File: config.mk
export PLATFORM = sky130hd
export DESIGN_NAME = qdb_tx_end_flat
export DESIGN_NICKNAME = d
export VERILOG_FILES = /design/src/hw/qdb_pkg.sv /design/src/hw/qdb_link_if.sv /design/src/hw/qdb_fifo.sv /design/src/hw/qdb_tx_end.sv /design/src/flat_wrapper.sv
export SDC_FILE = /design/constraint.sdc
export NUM_CORES = 2
export LEC_CHECK = 0
export BUFFER_PORTS_ARGS = -buffer_cell sky130_fd_sc_hd__buf_2
export CAP_MARGIN = 40
export CORE_MARGIN = 2
export CORE_UTILIZATION = 30
export DETAILED_ROUTE_END_ITERATION = 7
export GPL_ROUTABILITY_DRIVEN = 0
export PLACE_DENSITY = 0.43
export SYNTH_ARGS = -nofsm -noshare
export SYNTH_HDL_FRONTEND = slang
export SYNTH_HIERARCHICAL = 1
export SYNTH_SLANG_ARGS = --single-unit
File: constraint.sdc
create_clock -name core_clk -period 6 [get_ports core_clk]
set_input_delay 0.6 -clock core_clk [delete_from_list [all_inputs] [get_ports core_clk]]
set_output_delay 0.6 -clock core_clk [all_outputs]
set_load 0.01 [all_outputs]
File: src/hw/qdb_pkg.sv
/*
 * Shared constants and types for the quad-pumped data bus with
 * per-group bus inversion: widths, strobe patterns, reset values.
 * Assumes both bus ends and the FIFO import this package.
 */
// Overview of operation
// - 64-bit shared active-low data lines
// - driver asserts valid flag each transfer
// - four data beats per transfer, one per link clock
// - capture on falling edges of both strobes
// - group g bits pair with strobe/flag g
// - flagged group is inverted back by receiver
// - invert group when over half bits toggle
//
package qdb_pkg;

    // ------------------------------------------------------------
    // Widths and counts.
    // ------------------------------------------------------------
    localparam int DATA_W     = 64;
    localparam int GRP_W      = 16;
    localparam int NUM_GRP    = 4;
    localparam int BEATS      = 4;
    localparam int FIFO_DEPTH = 32;
    localparam int LVL_W      = 6;

    typedef logic [DATA_W-1:0]  qdb_word_t;
    typedef logic [NUM_GRP-1:0] qdb_grp_t;
    typedef logic [1:0]         qdb_beat_t;
    typedef logic [4:0]         qdb_cnt_t;
    typedef logic [LVL_W-1:0]   qdb_lvl_t;

    // ------------------------------------------------------------
    // Decision and sequencing constants.
    // ------------------------------------------------------------
    localparam qdb_cnt_t  INV_LIMIT     = 5'h08;
    localparam qdb_lvl_t  START_LEVEL   = 6'h04;
    localparam qdb_beat_t BEAT_FIRST    = 2'h0;
    localparam logic [3:0] POS_LOW_BEATS = 4'h5;
    localparam logic [3:0] NEG_LOW_BEATS = 4'hA;

    // ------------------------------------------------------------
    // Line levels when released and values after reset.
    // ------------------------------------------------------------
    localparam qdb_word_t LINE_IDLE = 64'hFFFFFFFFFFFFFFFF;
    localparam qdb_grp_t  GRP_IDLE  = 4'hF;
    localparam logic      BIT_IDLE  = 1'h1;
    localparam logic      LCLK_RST  = 1'h0;
    localparam qdb_word_t WORD_RST  = 64'h0000000000000000;

endpackage

File: src/hw/qdb_link_if.sv
/*
 * Link between the driving end and the capturing end.
 * Assumes only the driving end enables the shared lines; released
 * lines are pulled high, as by bus termination.
 */
`timescale 1ns/100ps
interface qdb_link_if;
    import qdb_pkg::*;

    logic      link_clk;
    qdb_word_t data_out;
    qdb_grp_t  flag_out;
    logic      valid_out;
    qdb_grp_t  pos_out;
    qdb_grp_t  neg_out;
    logic      bus_oe;
    qdb_word_t data_line;
    qdb_grp_t  flag_line;
    logic      valid_line;
    qdb_grp_t  pos_line;
    qdb_grp_t  neg_line;

    // ------------------------------------------------------------
    // Wire levels from driver and pull-up.
    // ------------------------------------------------------------
    assign data_line  = bus_oe ? data_out  : LINE_IDLE;
    assign flag_line  = bus_oe ? flag_out  : GRP_IDLE;
    assign valid_line = bus_oe ? valid_out : BIT_IDLE;
    assign pos_line   = bus_oe ? pos_out   : GRP_IDLE;
    assign neg_line   = bus_oe ? neg_out   : GRP_IDLE;

    modport tx_mp (
        output link_clk,
        output data_out,
        output flag_out,
        output valid_out,
        output pos_out,
        output neg_out,
        output bus_oe
    );

    modport rx_mp (
        input link_clk,
        input data_line,
        input flag_line,
        input valid_line,
        input pos_line,
        input neg_line
    );
endinterface

File: src/hw/qdb_fifo.sv
/*
 * Synchronous FIFO with valid and ready on both sides and a fill level.
 * Assumes one clock and an active-low asynchronous reset.
 */
`timescale 1ns/100ps
module qdb_fifo #(
    parameter int WIDTH = 64,
    parameter int DEPTH = 32
) (
    input  wire logic                       clk,
    input  wire logic                       rst_b,
    input  wire logic                       in_valid,
    output logic                            in_ready,
    input  wire logic [WIDTH-1:0]           in_data,
    output logic                            out_valid,
    input  wire logic                       out_ready,
    output logic [WIDTH-1:0]                out_data,
    output logic [$clog2(DEPTH):0]          level
);
    import qdb_pkg::*;

    localparam int AW = $clog2(DEPTH);

    logic [WIDTH-1:0] mem [DEPTH];
    logic [AW-1:0]    wr_q, wr_d, rd_q, rd_d;
    logic [AW:0]      cnt_q, cnt_d;
    logic             push, pop;

    // ------------------------------------------------------------
    // Pointer and count update.
    // ------------------------------------------------------------
    always_comb begin
        in_ready  = (cnt_q != (AW+1)'(DEPTH));
        out_valid = (cnt_q != '0);
        push      = in_valid && in_ready;
        pop       = out_valid && out_ready;
        wr_d      = push ? wr_q + 1'b1 : wr_q;
        rd_d      = pop ? rd_q + 1'b1 : rd_q;
        cnt_d     = cnt_q;
        if (push && !pop) begin
            cnt_d = cnt_q + 1'b1;
        end else if (pop && !push) begin
            cnt_d = cnt_q - 1'b1;
        end
        out_data = mem[rd_q];
        level    = cnt_q;
    end

    always_ff @(posedge clk or negedge rst_b) begin
        if (!rst_b) begin
            wr_q  <= '0;
            rd_q  <= '0;
            cnt_q <= '0;
        end else begin
            wr_q  <= wr_d;
            rd_q  <= rd_d;
            cnt_q <= cnt_d;
        end
    end

    always_ff @(posedge clk) begin
        if (push) begin
            mem[wr_q] <= in_data;
        end
    end
endmodule

File: src/hw/qdb_tx_end.sv
/*
 * Driving end of the quad-pumped data bus. Words from the user pass a
 * FIFO, then go out one word per beat, four beats per transfer, one beat per link clock, with per-group
 * inversion, a valid flag and strobe pairs. The link clock is made
 * here by halving core_clk and driven out on the link.
 * Assumes the capturing end samples on rising link clock edges.
 */
`timescale 1ns/100ps
module qdb_tx_end (
    input  wire logic              core_clk,
    input  wire logic              rst_b,
    input  wire logic              in_valid,
    output logic                   in_ready,
    input  wire qdb_pkg::qdb_word_t in_data,
    output logic                   busy,
    qdb_link_if.tx_mp              link
);
    import qdb_pkg::*;

    // ------------------------------------------------------------
    // State.
    // ------------------------------------------------------------
    typedef enum logic [0:0] {
        QDB_IDLE,
        QDB_SEND
    } qdb_tx_state_t;

    qdb_tx_state_t st_q, st_d;
    logic          lclk_q, lclk_d;
    qdb_beat_t     beat_q, beat_d;
    qdb_word_t     line_q, line_d;
    qdb_grp_t      flag_q, flag_d;
    logic          valid_q, valid_d;
    qdb_grp_t      pos_q, pos_d;
    qdb_grp_t      neg_q, neg_d;
    logic          oe_q, oe_d;

    logic          f_valid;
    logic          f_pop;
    qdb_word_t     f_data;
    qdb_lvl_t      f_level;

    logic          launch;
    logic          start;
    logic          send;
    qdb_word_t     cand;
    qdb_word_t     coded;
    qdb_grp_t      inv;
    qdb_cnt_t      tog [NUM_GRP];

    // ------------------------------------------------------------
    // Word buffer.
    // ------------------------------------------------------------
    qdb_fifo #(
        .WIDTH (DATA_W),
        .DEPTH (FIFO_DEPTH)
    ) u_fifo (
        .clk       (core_clk),
        .rst_b     (rst_b),
        .in_valid  (in_valid),
        .in_ready  (in_ready),
        .in_data   (in_data),
        .out_valid (f_valid),
        .out_ready (f_pop),
        .out_data  (f_data),
        .level     (f_level)
    );

    // ------------------------------------------------------------
    // Inversion decision per group for the next beat.
    // ------------------------------------------------------------
    always_comb begin
        cand = ~f_data;
        for (int g = 0; g < NUM_GRP; g++) begin
            tog[g] = '0;
            for (int b = 0; b < GRP_W; b++) begin
                tog[g] = tog[g] + qdb_cnt_t'(
                    line_q[g*GRP_W+b] ^ cand[g*GRP_W+b]);
            end
            inv[g] = (tog[g] > INV_LIMIT);
            coded[g*GRP_W +: GRP_W] =
                cand[g*GRP_W +: GRP_W] ^ {GRP_W{inv[g]}};
        end
    end

    // ------------------------------------------------------------
    // Beat sequencer.
    // ------------------------------------------------------------
    always_comb begin
        launch  = lclk_q;
        start   = (f_level >= START_LEVEL) && f_valid;
        send    = 1'b0;
        st_d    = st_q;
        beat_d  = beat_q;
        valid_d = valid_q;
        pos_d   = pos_q;
        neg_d   = neg_q;
        oe_d    = oe_q;
        case (st_q)
            QDB_IDLE: begin
                if (launch && start) begin
                    send = 1'b1;
                end
            end
            QDB_SEND: begin
                if (launch) begin
                    send = (beat_q != BEAT_FIRST) || start;
                end
            end
            default: begin
                send = 1'b0;
            end
        endcase
        if (launch && send) begin
            st_d    = QDB_SEND;
            beat_d  = beat_q + 1'b1;
            valid_d = 1'b0;
            pos_d   = {NUM_GRP{~POS_LOW_BEATS[beat_q]}};
            neg_d   = {NUM_GRP{~NEG_LOW_BEATS[beat_q]}};
            oe_d    = 1'b1;
        end else if (launch) begin
            st_d    = QDB_IDLE;
            beat_d  = BEAT_FIRST;
            valid_d = BIT_IDLE;
            pos_d   = GRP_IDLE;
            neg_d   = GRP_IDLE;
            oe_d    = 1'b0;
        end
        f_pop = send;
    end

    always_ff @(posedge core_clk or negedge rst_b) begin
        if (!rst_b) begin
            st_q    <= QDB_IDLE;
            beat_q  <= BEAT_FIRST;
            valid_q <= BIT_IDLE;
            pos_q   <= GRP_IDLE;
            neg_q   <= GRP_IDLE;
            oe_q    <= 1'b0;
        end else begin
            st_q    <= st_d;
            beat_q  <= beat_d;
            valid_q <= valid_d;
            pos_q   <= pos_d;
            neg_q   <= neg_d;
            oe_q    <= oe_d;
        end
    end

    // ------------------------------------------------------------
    // Link clock divider.
    // ------------------------------------------------------------
    // Lines change as this clock falls, midway between its rises.
    always_comb begin
        lclk_d = ~lclk_q;
    end

    always_ff @(posedge core_clk or negedge rst_b) begin
        if (!rst_b) begin
            lclk_q <= LCLK_RST;
        end else begin
            lclk_q <= lclk_d;
        end
    end

    // ------------------------------------------------------------
    // Data and flag lines.
    // ------------------------------------------------------------
    // A released bus leaves the reference for the next decision at
    // all ones, the level that the pull-ups give the lines.
    always_comb begin
        line_d = line_q;
        flag_d = flag_q;
        if (launch && send) begin
            line_d = coded;
            flag_d = ~inv;
        end else if (launch) begin
            line_d = LINE_IDLE;
            flag_d = GRP_IDLE;
        end
    end

    always_ff @(posedge core_clk or negedge rst_b) begin
        if (!rst_b) begin
            line_q <= LINE_IDLE;
            flag_q <= GRP_IDLE;
        end else begin
            line_q <= line_d;
            flag_q <= flag_d;
        end
    end

    // ------------------------------------------------------------
    // Link drive.
    // ------------------------------------------------------------
    assign link.link_clk  = lclk_q;
    assign link.data_out  = line_q;
    assign link.flag_out  = flag_q;
    assign link.valid_out = valid_q;
    assign link.pos_out   = pos_q;
    assign link.neg_out   = neg_q;
    assign link.bus_oe    = oe_q;
    assign busy           = oe_q;
endmodule

File: src/flat_wrapper.sv
// flat-port wrapper written by rule: the top's interface ports become plain ports
module qdb_tx_end_flat import qdb_pkg::*;
  (core_clk, rst_b, in_valid, in_ready, in_data, busy, link_link_clk, link_data_out, link_flag_out, link_valid_out, link_pos_out, link_neg_out, link_bus_oe);
  qdb_link_if link_i ();
  input  wire logic core_clk;
  input  wire logic rst_b;
  input  wire logic in_valid;
  output logic in_ready;
  input  wire qdb_pkg::qdb_word_t in_data;
  output logic busy;
  output wire logic [$bits(link_i.link_clk)-1:0] link_link_clk;
  output wire logic [$bits(link_i.data_out)-1:0] link_data_out;
  output wire logic [$bits(link_i.flag_out)-1:0] link_flag_out;
  output wire logic [$bits(link_i.valid_out)-1:0] link_valid_out;
  output wire logic [$bits(link_i.pos_out)-1:0] link_pos_out;
  output wire logic [$bits(link_i.neg_out)-1:0] link_neg_out;
  output wire logic [$bits(link_i.bus_oe)-1:0] link_bus_oe;
  assign link_link_clk = link_i.link_clk;
  assign link_data_out = link_i.data_out;
  assign link_flag_out = link_i.flag_out;
  assign link_valid_out = link_i.valid_out;
  assign link_pos_out = link_i.pos_out;
  assign link_neg_out = link_i.neg_out;
  assign link_bus_oe = link_i.bus_oe;
  qdb_tx_end u_core (.core_clk(core_clk), .rst_b(rst_b), .in_valid(in_valid), .in_ready(in_ready), .in_data(in_data), .busy(busy), .link(link_i));
endmodule
Word-level counts from Yosys, hierarchy flattened
Memories as Yosys holds them, arrays and structs flattened.
Cells that the tools add are included.
Storage, ports and cells
  register bits after elaboration: 97
  logic and storage cells: 195
  input bits: 67
  memories kept: 1
  RAM bits: 2048
Memories
  u_core.u_fifo.mem: words 32, width 64, read ports 1, clocked after memory_dff 0, write ports 1, RTL line qdb_fifo.sv:24  | logic [WIDTH-1:0] mem [DEPTH];
Operators by class
  bitwise logic cells: 74
  equality and inequality tests: 1
  reduce and logical (&&, ||, !) cells: 14
  $lt $le $gt $ge: 6
  $add $sub $neg: 65
  mux-type cells: 23
Operator list (count)
  adder 5 bit: 60
  two-way mux 64 bit: 2
  inverter 64 bit: 1
  XOR 1 bit: 64
  XOR 16 bit: 4
  greater-than comparator 5 x 4 -> 1 bit (second input constant): 4
  two-way mux 4 bit: 4
  two-way mux 6 bit: 2
  adder 5 x 1 -> 5 bit (second input constant): 2
  two-way mux 1 bit: 10
  logical AND 1 bit: 7
  adder 6 x 1 -> 6 bit (second input constant): 1
  >= comparator 6 x 3 -> 1 bit (second input constant): 1
  != test 6 bit (second input constant): 1
  nonzero test 2 bit: 3
  nonzero test 6 bit: 1
  subtractor 6 x 1 -> 6 bit (second input constant): 1
  binary-select mux 1 bit (select 2 bit): 2
  two-way mux 2 bit: 2
  inverter 1 bit: 4
  inverter 4 bit: 1
  less-than comparator 2 x 3 -> 1 bit (second input constant): 1
  adder 2 x 1 -> 2 bit (second input constant): 1
  zero test 1 bit: 2
  2 further kinds: 2

Depth between registers and ports, before layout
An unclocked memory read counts as a cell.
  word-level depth: 21
  mapped depth: 24
  depth with buffers taken out: 18

Hierarchy
The synthesis kept the hierarchy.
Modules (own cells, without submodules)
  qdb_fifo: cells an instance 3654, seq. area each 61899.4 sq um, times used 1, area each 78806.8 sq um
  qdb_tx_end: cells an instance 535, seq. area each 1965.6 sq um, times used 1, area each 5783.0 sq um

Least setup slack after synthesis
No wires, ideal clock.
  path kind: register -> register
  start point: register u_core.u_fifo.rd_q[1]
  end point: register u_core.line_q[27], in the netlist u_core/link.data_out[27]
  cell stages (with the launch flop): 22
  period minus slack after synthesis: 5.922 ns
  arrival: 5.841 ns
  library setup time: 0.080 ns
  slack: 0.078 ns
  required time: 5.920 ns
  cell sequence: dfrtp_1 -> buf_4 -> buf_4 -> clkbuf_1 -> mux4_2 -> a22o_1 -> a211oi_2 -> a21oi_1 -> xnor2_1 -> fa_1 -> fa_1 -> fa_1 -> fa_1 -> ha_1 -> inv_1 -> fa_1 -> nor2b_1 -> a32oi_1 -> o32ai_2 -> clkbuf_2 -> or4_1 -> o221a_2
On the way
  elaborated cells on any way between the ends: 36
  those cells by class: add/sub: 15; order compare: 1; mux: 1; bitwise: 18; memory: 1
RTL lines
  start: declaration: RTL line qdb_fifo.sv:25  | logic [AW-1:0] wr_q, wr_d, rd_q, rd_d;
  start signal: assignment: RTL line qdb_fifo.sv:56  | rd_q <= rd_d;
  memory read (32 x 64 bit)
  net u_core.f_data[31]: RTL line qdb_tx_end.sv:40  | qdb_word_t f_data;
  inverter 64 bit: RTL line qdb_tx_end.sv:73  | cand = ~f_data;
  XOR 1 bit: RTL line qdb_tx_end.sv:78  | line_q[g*GRP_W+b] ^ cand[g*GRP_W+b]);
  adder 5 bit: RTL line qdb_tx_end.sv:77  | tog[g] = tog[g] + qdb_cnt_t'(
  greater-than comparator 5 x 4 -> 1 bit: RTL line qdb_tx_end.sv:80  | inv[g] = (tog[g] > INV_LIMIT);
  XOR 16 bit: RTL line qdb_tx_end.sv:82  | cand[g*GRP_W +: GRP_W] ^ {GRP_W{inv[g]}};
  two-way mux 64 bit: RTL line qdb_tx_end.sv:174  | if (launch && send) begin
  end signal: assignment: RTL line qdb_tx_end.sv:188  | line_q <= line_d;
  end: declaration: RTL line qdb_tx_end.sv:31  | qdb_word_t line_q, line_d;
The timed path passes the listed nets, and every way through them passes these cells.
A chain may end at the register's enable or synchronous reset.

Final worst setup path
  start point: register u_core.u_fifo.rd_q[0]
  end point: register u_core.line_q[3], in the netlist u_core/link.data_out[3]
On the way
  elaborated cells on any way between the ends: 36
  those cells by class: add/sub: 15; order compare: 1; mux: 1; bitwise: 18; memory: 1
RTL lines (RTL line)
  memory read (32 x 64 bit)
  net u_core.f_data[14]: qdb_tx_end.sv:40
  inverter 64 bit: qdb_tx_end.sv:73
  XOR 1 bit: qdb_tx_end.sv:78
  adder 5 bit (2 in a row): qdb_tx_end.sv:77
  greater-than comparator 5 x 4 -> 1 bit: qdb_tx_end.sv:80
  XOR 16 bit: qdb_tx_end.sv:82
  two-way mux 64 bit: qdb_tx_end.sv:174
The timed path passes the listed nets, and every way through them passes these cells.

==> flow_summary.json <==
{
  "status": "finished, violations left",
  "failed_checks": "negative setup slack",
  "grt_pass1_vias": 45300,
  "setup_viol": 68,
  "dr_wl_met2_um": 130000,
  "timing.final.ws_setup_ns": -0.411,
  "slew_headroom_pct": 42.0,
  "die_area_sq_um": 286000,
  "io_buffer_count": 147,
  "fin_nets": 5019,
  "synth_flop_cell": "edfxtp_1",
  "final_cells": 8793,
  "cp-start-kind": "flip-flop",
  "routedWlPerCell_um": 30.0,
  "fmax_ghz": 0.156,
  "highest_layer": "met5",
  "drt-met1-wl_um": 117000,
  "drtIter0Drc": 3662,
  "arrival_ns": 7.20,
  "async_flop_share_pct": 4.25,
  "place_inst": 8295,
  "cp_max_fo": 25,
  "dpl_cell_area_sq_um": 94000,
  "hold_path_class": "in -> reg",
  "route.met3.wl_um": 10600,
  "netlist_instances": 4189,
  "final_area_sq_um": 103000,
  "grt_usage_pct": 18.2,
  "hold_viol": 0,
  "rsz0062_at_grt": "true",
  "cts_buffers": 227,
  "critPathCaptureType": "flip-flop",
  "vias": 44500,
  "hold_depth": 1,
  "syn_area_sq_um": 84600,
  "fin_crit_sh_pct": 107,
  "drive_above_1_share_pct": 32.7,
  "rr_worst_depth": 23,
  "ys_warn_count": 6,
  "die_x_um": 535,
  "slew_violations": 0,
  "yosysSeqAreaShare_pct": 75.5,
  "ios": 148,
  "path_clk_slew_ns": 0.06,
  "rows": 194,
  "fin_crit_ns": 6.41,
  "cts_buffer_depth": 3,
  "ys_ff_latch": 2139,
  "viasPerCell": 5.06,
  "dp_hpwl_um": 156000,
  "syn_nets": 4330,
  "clock_sinks": 2139,
  "clk_latency_ns": 0.88,
  "routed_wl_um": 264000,
  "maxCapViolCount": 0,
  "antenna_found_initial": 24,
  "crit_type": "reg -> reg",
  "grt_pass1_wl_um": 367000,
  "dr.pass1.iters": 7,
  "start_util_pct": 30.2,
  "areaGrowthSynthToFinish_pct": 21.8,
  "cts-root-buf": "clkbuf_16",
  "ys_types": 63,
  "fin_skew_ns": 0.0519,
  "synth-edff-count": 2048,
  "fill_cells": 25800,
  "die_y_um": 535,
  "grt_max_degree": 65,
  "core_area_sq_um": 280000,
  "syn_area_per_cell_sq_um": 20.2,
  "tightest_slew_ns": 0.870,
  "drc": 0,
  "cts_htree_levels": 4,
  "cts_tree": "done",
  "cp.required_ns": 6.79,
  "ant_nets": 0,
  "grt_remaining_overflow": 0
}
cell usage after synthesis, types with 4 or more instances:
| library cell | count | area [sq um] |
|---|---|---|
| o21ai_0 | 10 | 50.1 |
| mux4_2 | 301 | 6780 |
| a22oi_1 | 162 | 1220 |
| nor3b_1 | 4 | 30.0 |
| nor2_1 | 60 | 225 |
| o22ai_1 | 96 | 601 |
| a221oi_1 | 25 | 219 |
| a22o_1 | 24 | 210 |
| or3_1 | 5 | 31.3 |
| ha_1 | 33 | 413 |
| nor2b_1 | 8 | 50.1 |
| xor2_1 | 14 | 123 |
| a21oi_1 | 47 | 235 |
| fa_1 | 41 | 821 |
| buf_2 | 81 | 405 |
| nand3_1 | 5 | 25.0 |
| o221a_2 | 48 | 541 |
| o221ai_1 | 24 | 210 |
| buf_4 | 39 | 293 |
| nand3b_1 | 9 | 67.6 |
| and4b_1 | 4 | 40.0 |
| buf_6 | 31 | 349 |
| mux2i_1 | 424 | 4240 |
| buf_1 | 4 | 15.0 |
| edfxtp_1 | 2048 | 61500 |
| nor3_1 | 30 | 150 |
| a211oi_1 | 88 | 661 |
| buf_8 | 4 | 60.1 |
| inv_1 | 55 | 206 |
| nand2_1 | 63 | 236 |
| clkbuf_1 | 93 | 349 |
| xnor2_1 | 77 | 674 |
| nand4_1 | 28 | 175 |
| a211oi_2 | 17 | 213 |
| dfstp_2 | 71 | 1870 |
| nor4bb_1 | 5 | 50.1 |
| or3b_2 | 4 | 35.0 |
| or4_1 | 50 | 375 |
| dfrtp_1 | 20 | 500 |
critical path, stage by stage (launching register included):
cell and delay (ns):
dfrtp_4 0.52, buf_6 0.15, buf_12 0.15, clkbuf_16 0.19
buf_4 0.14, buf_12 0.17, mux2i_1 0.14, a22oi_1 0.22
nand4_1 0.35, nor3_2 0.38, buf_4 0.23, xnor2_2 0.14
fa_1 0.47, fa_1 0.51, fa_1 0.51, ha_2 0.18
inv_2 0.04, fa_2 0.46, nor3b_4 0.17, a32oi_2 0.22
o32ai_4 0.16, buf_6 0.16, or4_1 0.47, o221a_2 0.14
placed cells by master, fill, tap and decap left out, types with 59 or more instances in the layout:
master | synthesis | final
buf_12 | 1 | 111
a22oi_1 | 162 | 150
a211oi_1 | 88 | 64
dfstp_2 | 71 | 71
buf_4 | 39 | 396
clkinv_1 | 0 | 59
mux4_2 | 301 | 301
nand2_1 | 63 | 61
mux2i_1 | 424 | 422
clkbuf_16 | 0 | 231
buf_2 | 81 | 146
edfxtp_1 | 2048 | 2048
o22ai_1 | 96 | 90
per-stage QoR:
| stage | hold WS, ns | worst slack (ns) | setup TNS (ns) | utilization, % |
|---|---|---|---|---|
| global route | 0.187 | -0.615 | -37.01 | 36.8 |
| CTS | 0.137 | -0.416 | -23.02 | 36.6 |
| floorplan | 0.304 | 0.0784 | 0 | - |
| detailed placement | 0.405 | -1.10 | -53.94 | 33.6 |
| finish | 0.210 | -0.411 | -23.51 | 36.8 |
| global placement | 0.396 | -1.02 | -51.08 | 33.5 |
worst paths after layout:
path	start	to	slack, ns
worst max-delay path	u_core/u_fifo/rd_q[0]	u_core/link.data_out[3]	-0.41
worst min-delay path	in_data[35]	u_core/u_fifo/mem[9][35]	0.21
worst max register to register	u_core/u_fifo/rd_q[0]	u_core/link.data_out[3]	-0.41
worst min register to register	u_core/beat_q[0]	u_core/link.neg_out[2]	0.41
max in group asynchronous	rst_b	u_core/link.link_clk	4.57
min in group asynchronous	rst_b	u_core/u_fifo/level[3]	0.28
what timing repair did:
| item | CTS | global route |
|---|---|---|
| endpoints found under the setup margin | 68 | 68 |
| resized for setup | 174 | 67 |
| gates cloned | 7 | 4 |
| hold buffers | 1 | 0 |
| pin swaps | 75 | 33 |
| buffers inserted | 50 | 19 |
| endpoints found under the hold margin | 16 | 0 |
sequential cells by signal, indices dropped and copies added (netlist names):
signal and count:
u_core/link.link_clk 1, u_core/link.flag_out 4, u_core/link.neg_out 1, u_core/u_fifo/level 6
u_core/busy 1, u_core/u_fifo/mem 2048, u_core/u_fifo/rd_q 5, u_core/u_fifo/wr_q 5
u_core/link.valid_out 1, u_core/link.data_out 64, u_core/beat_q 2, u_core/link.pos_out 1
kinds of logic (layout without fill, tap and decap cells):
kind of cell / after synthesis / count (layout) / share of synthesized area (%)
DFF: 2139 / 2139 / 75.5
muxes: 726 / 726 / 13.0
AOI/OAI and AO/OA: 562 / 562 / 5.15
adders and majority gates: 74 / 74 / 1.46
other: 0 / 5 / 0
buffers and inverters: 312 / 1187 / 2.04
and+or+nand+nor: 285 / 285 / 1.87
xor gates and xnor gates: 91 / 91 / 0.942
metal layers:
metal / track usage (%) / vias up
met4: 4.52 / 4
met1: 24.7 / 24200
met5: 0 / -
li1: - / 18900
met2: 30.6 / 1036
met3: 2.60 / 345
area by class of cell:
type	count	area (sq um)	area share, %
antenna	5	12.5	0.0121
clock buffer	283	5900	5.72
clock inverter	132	1120	1.09
inverter	56	211	0.205
multi-input combinational	1738	20300	19.7
sequential	2139	63900	62.0
tap	3724	4660	4.52
timing repair buffer	716	6970	6.76
Power is not shown: default switching activity piles up to over one toggle a cycle in this logic, so the estimate is an artifact.
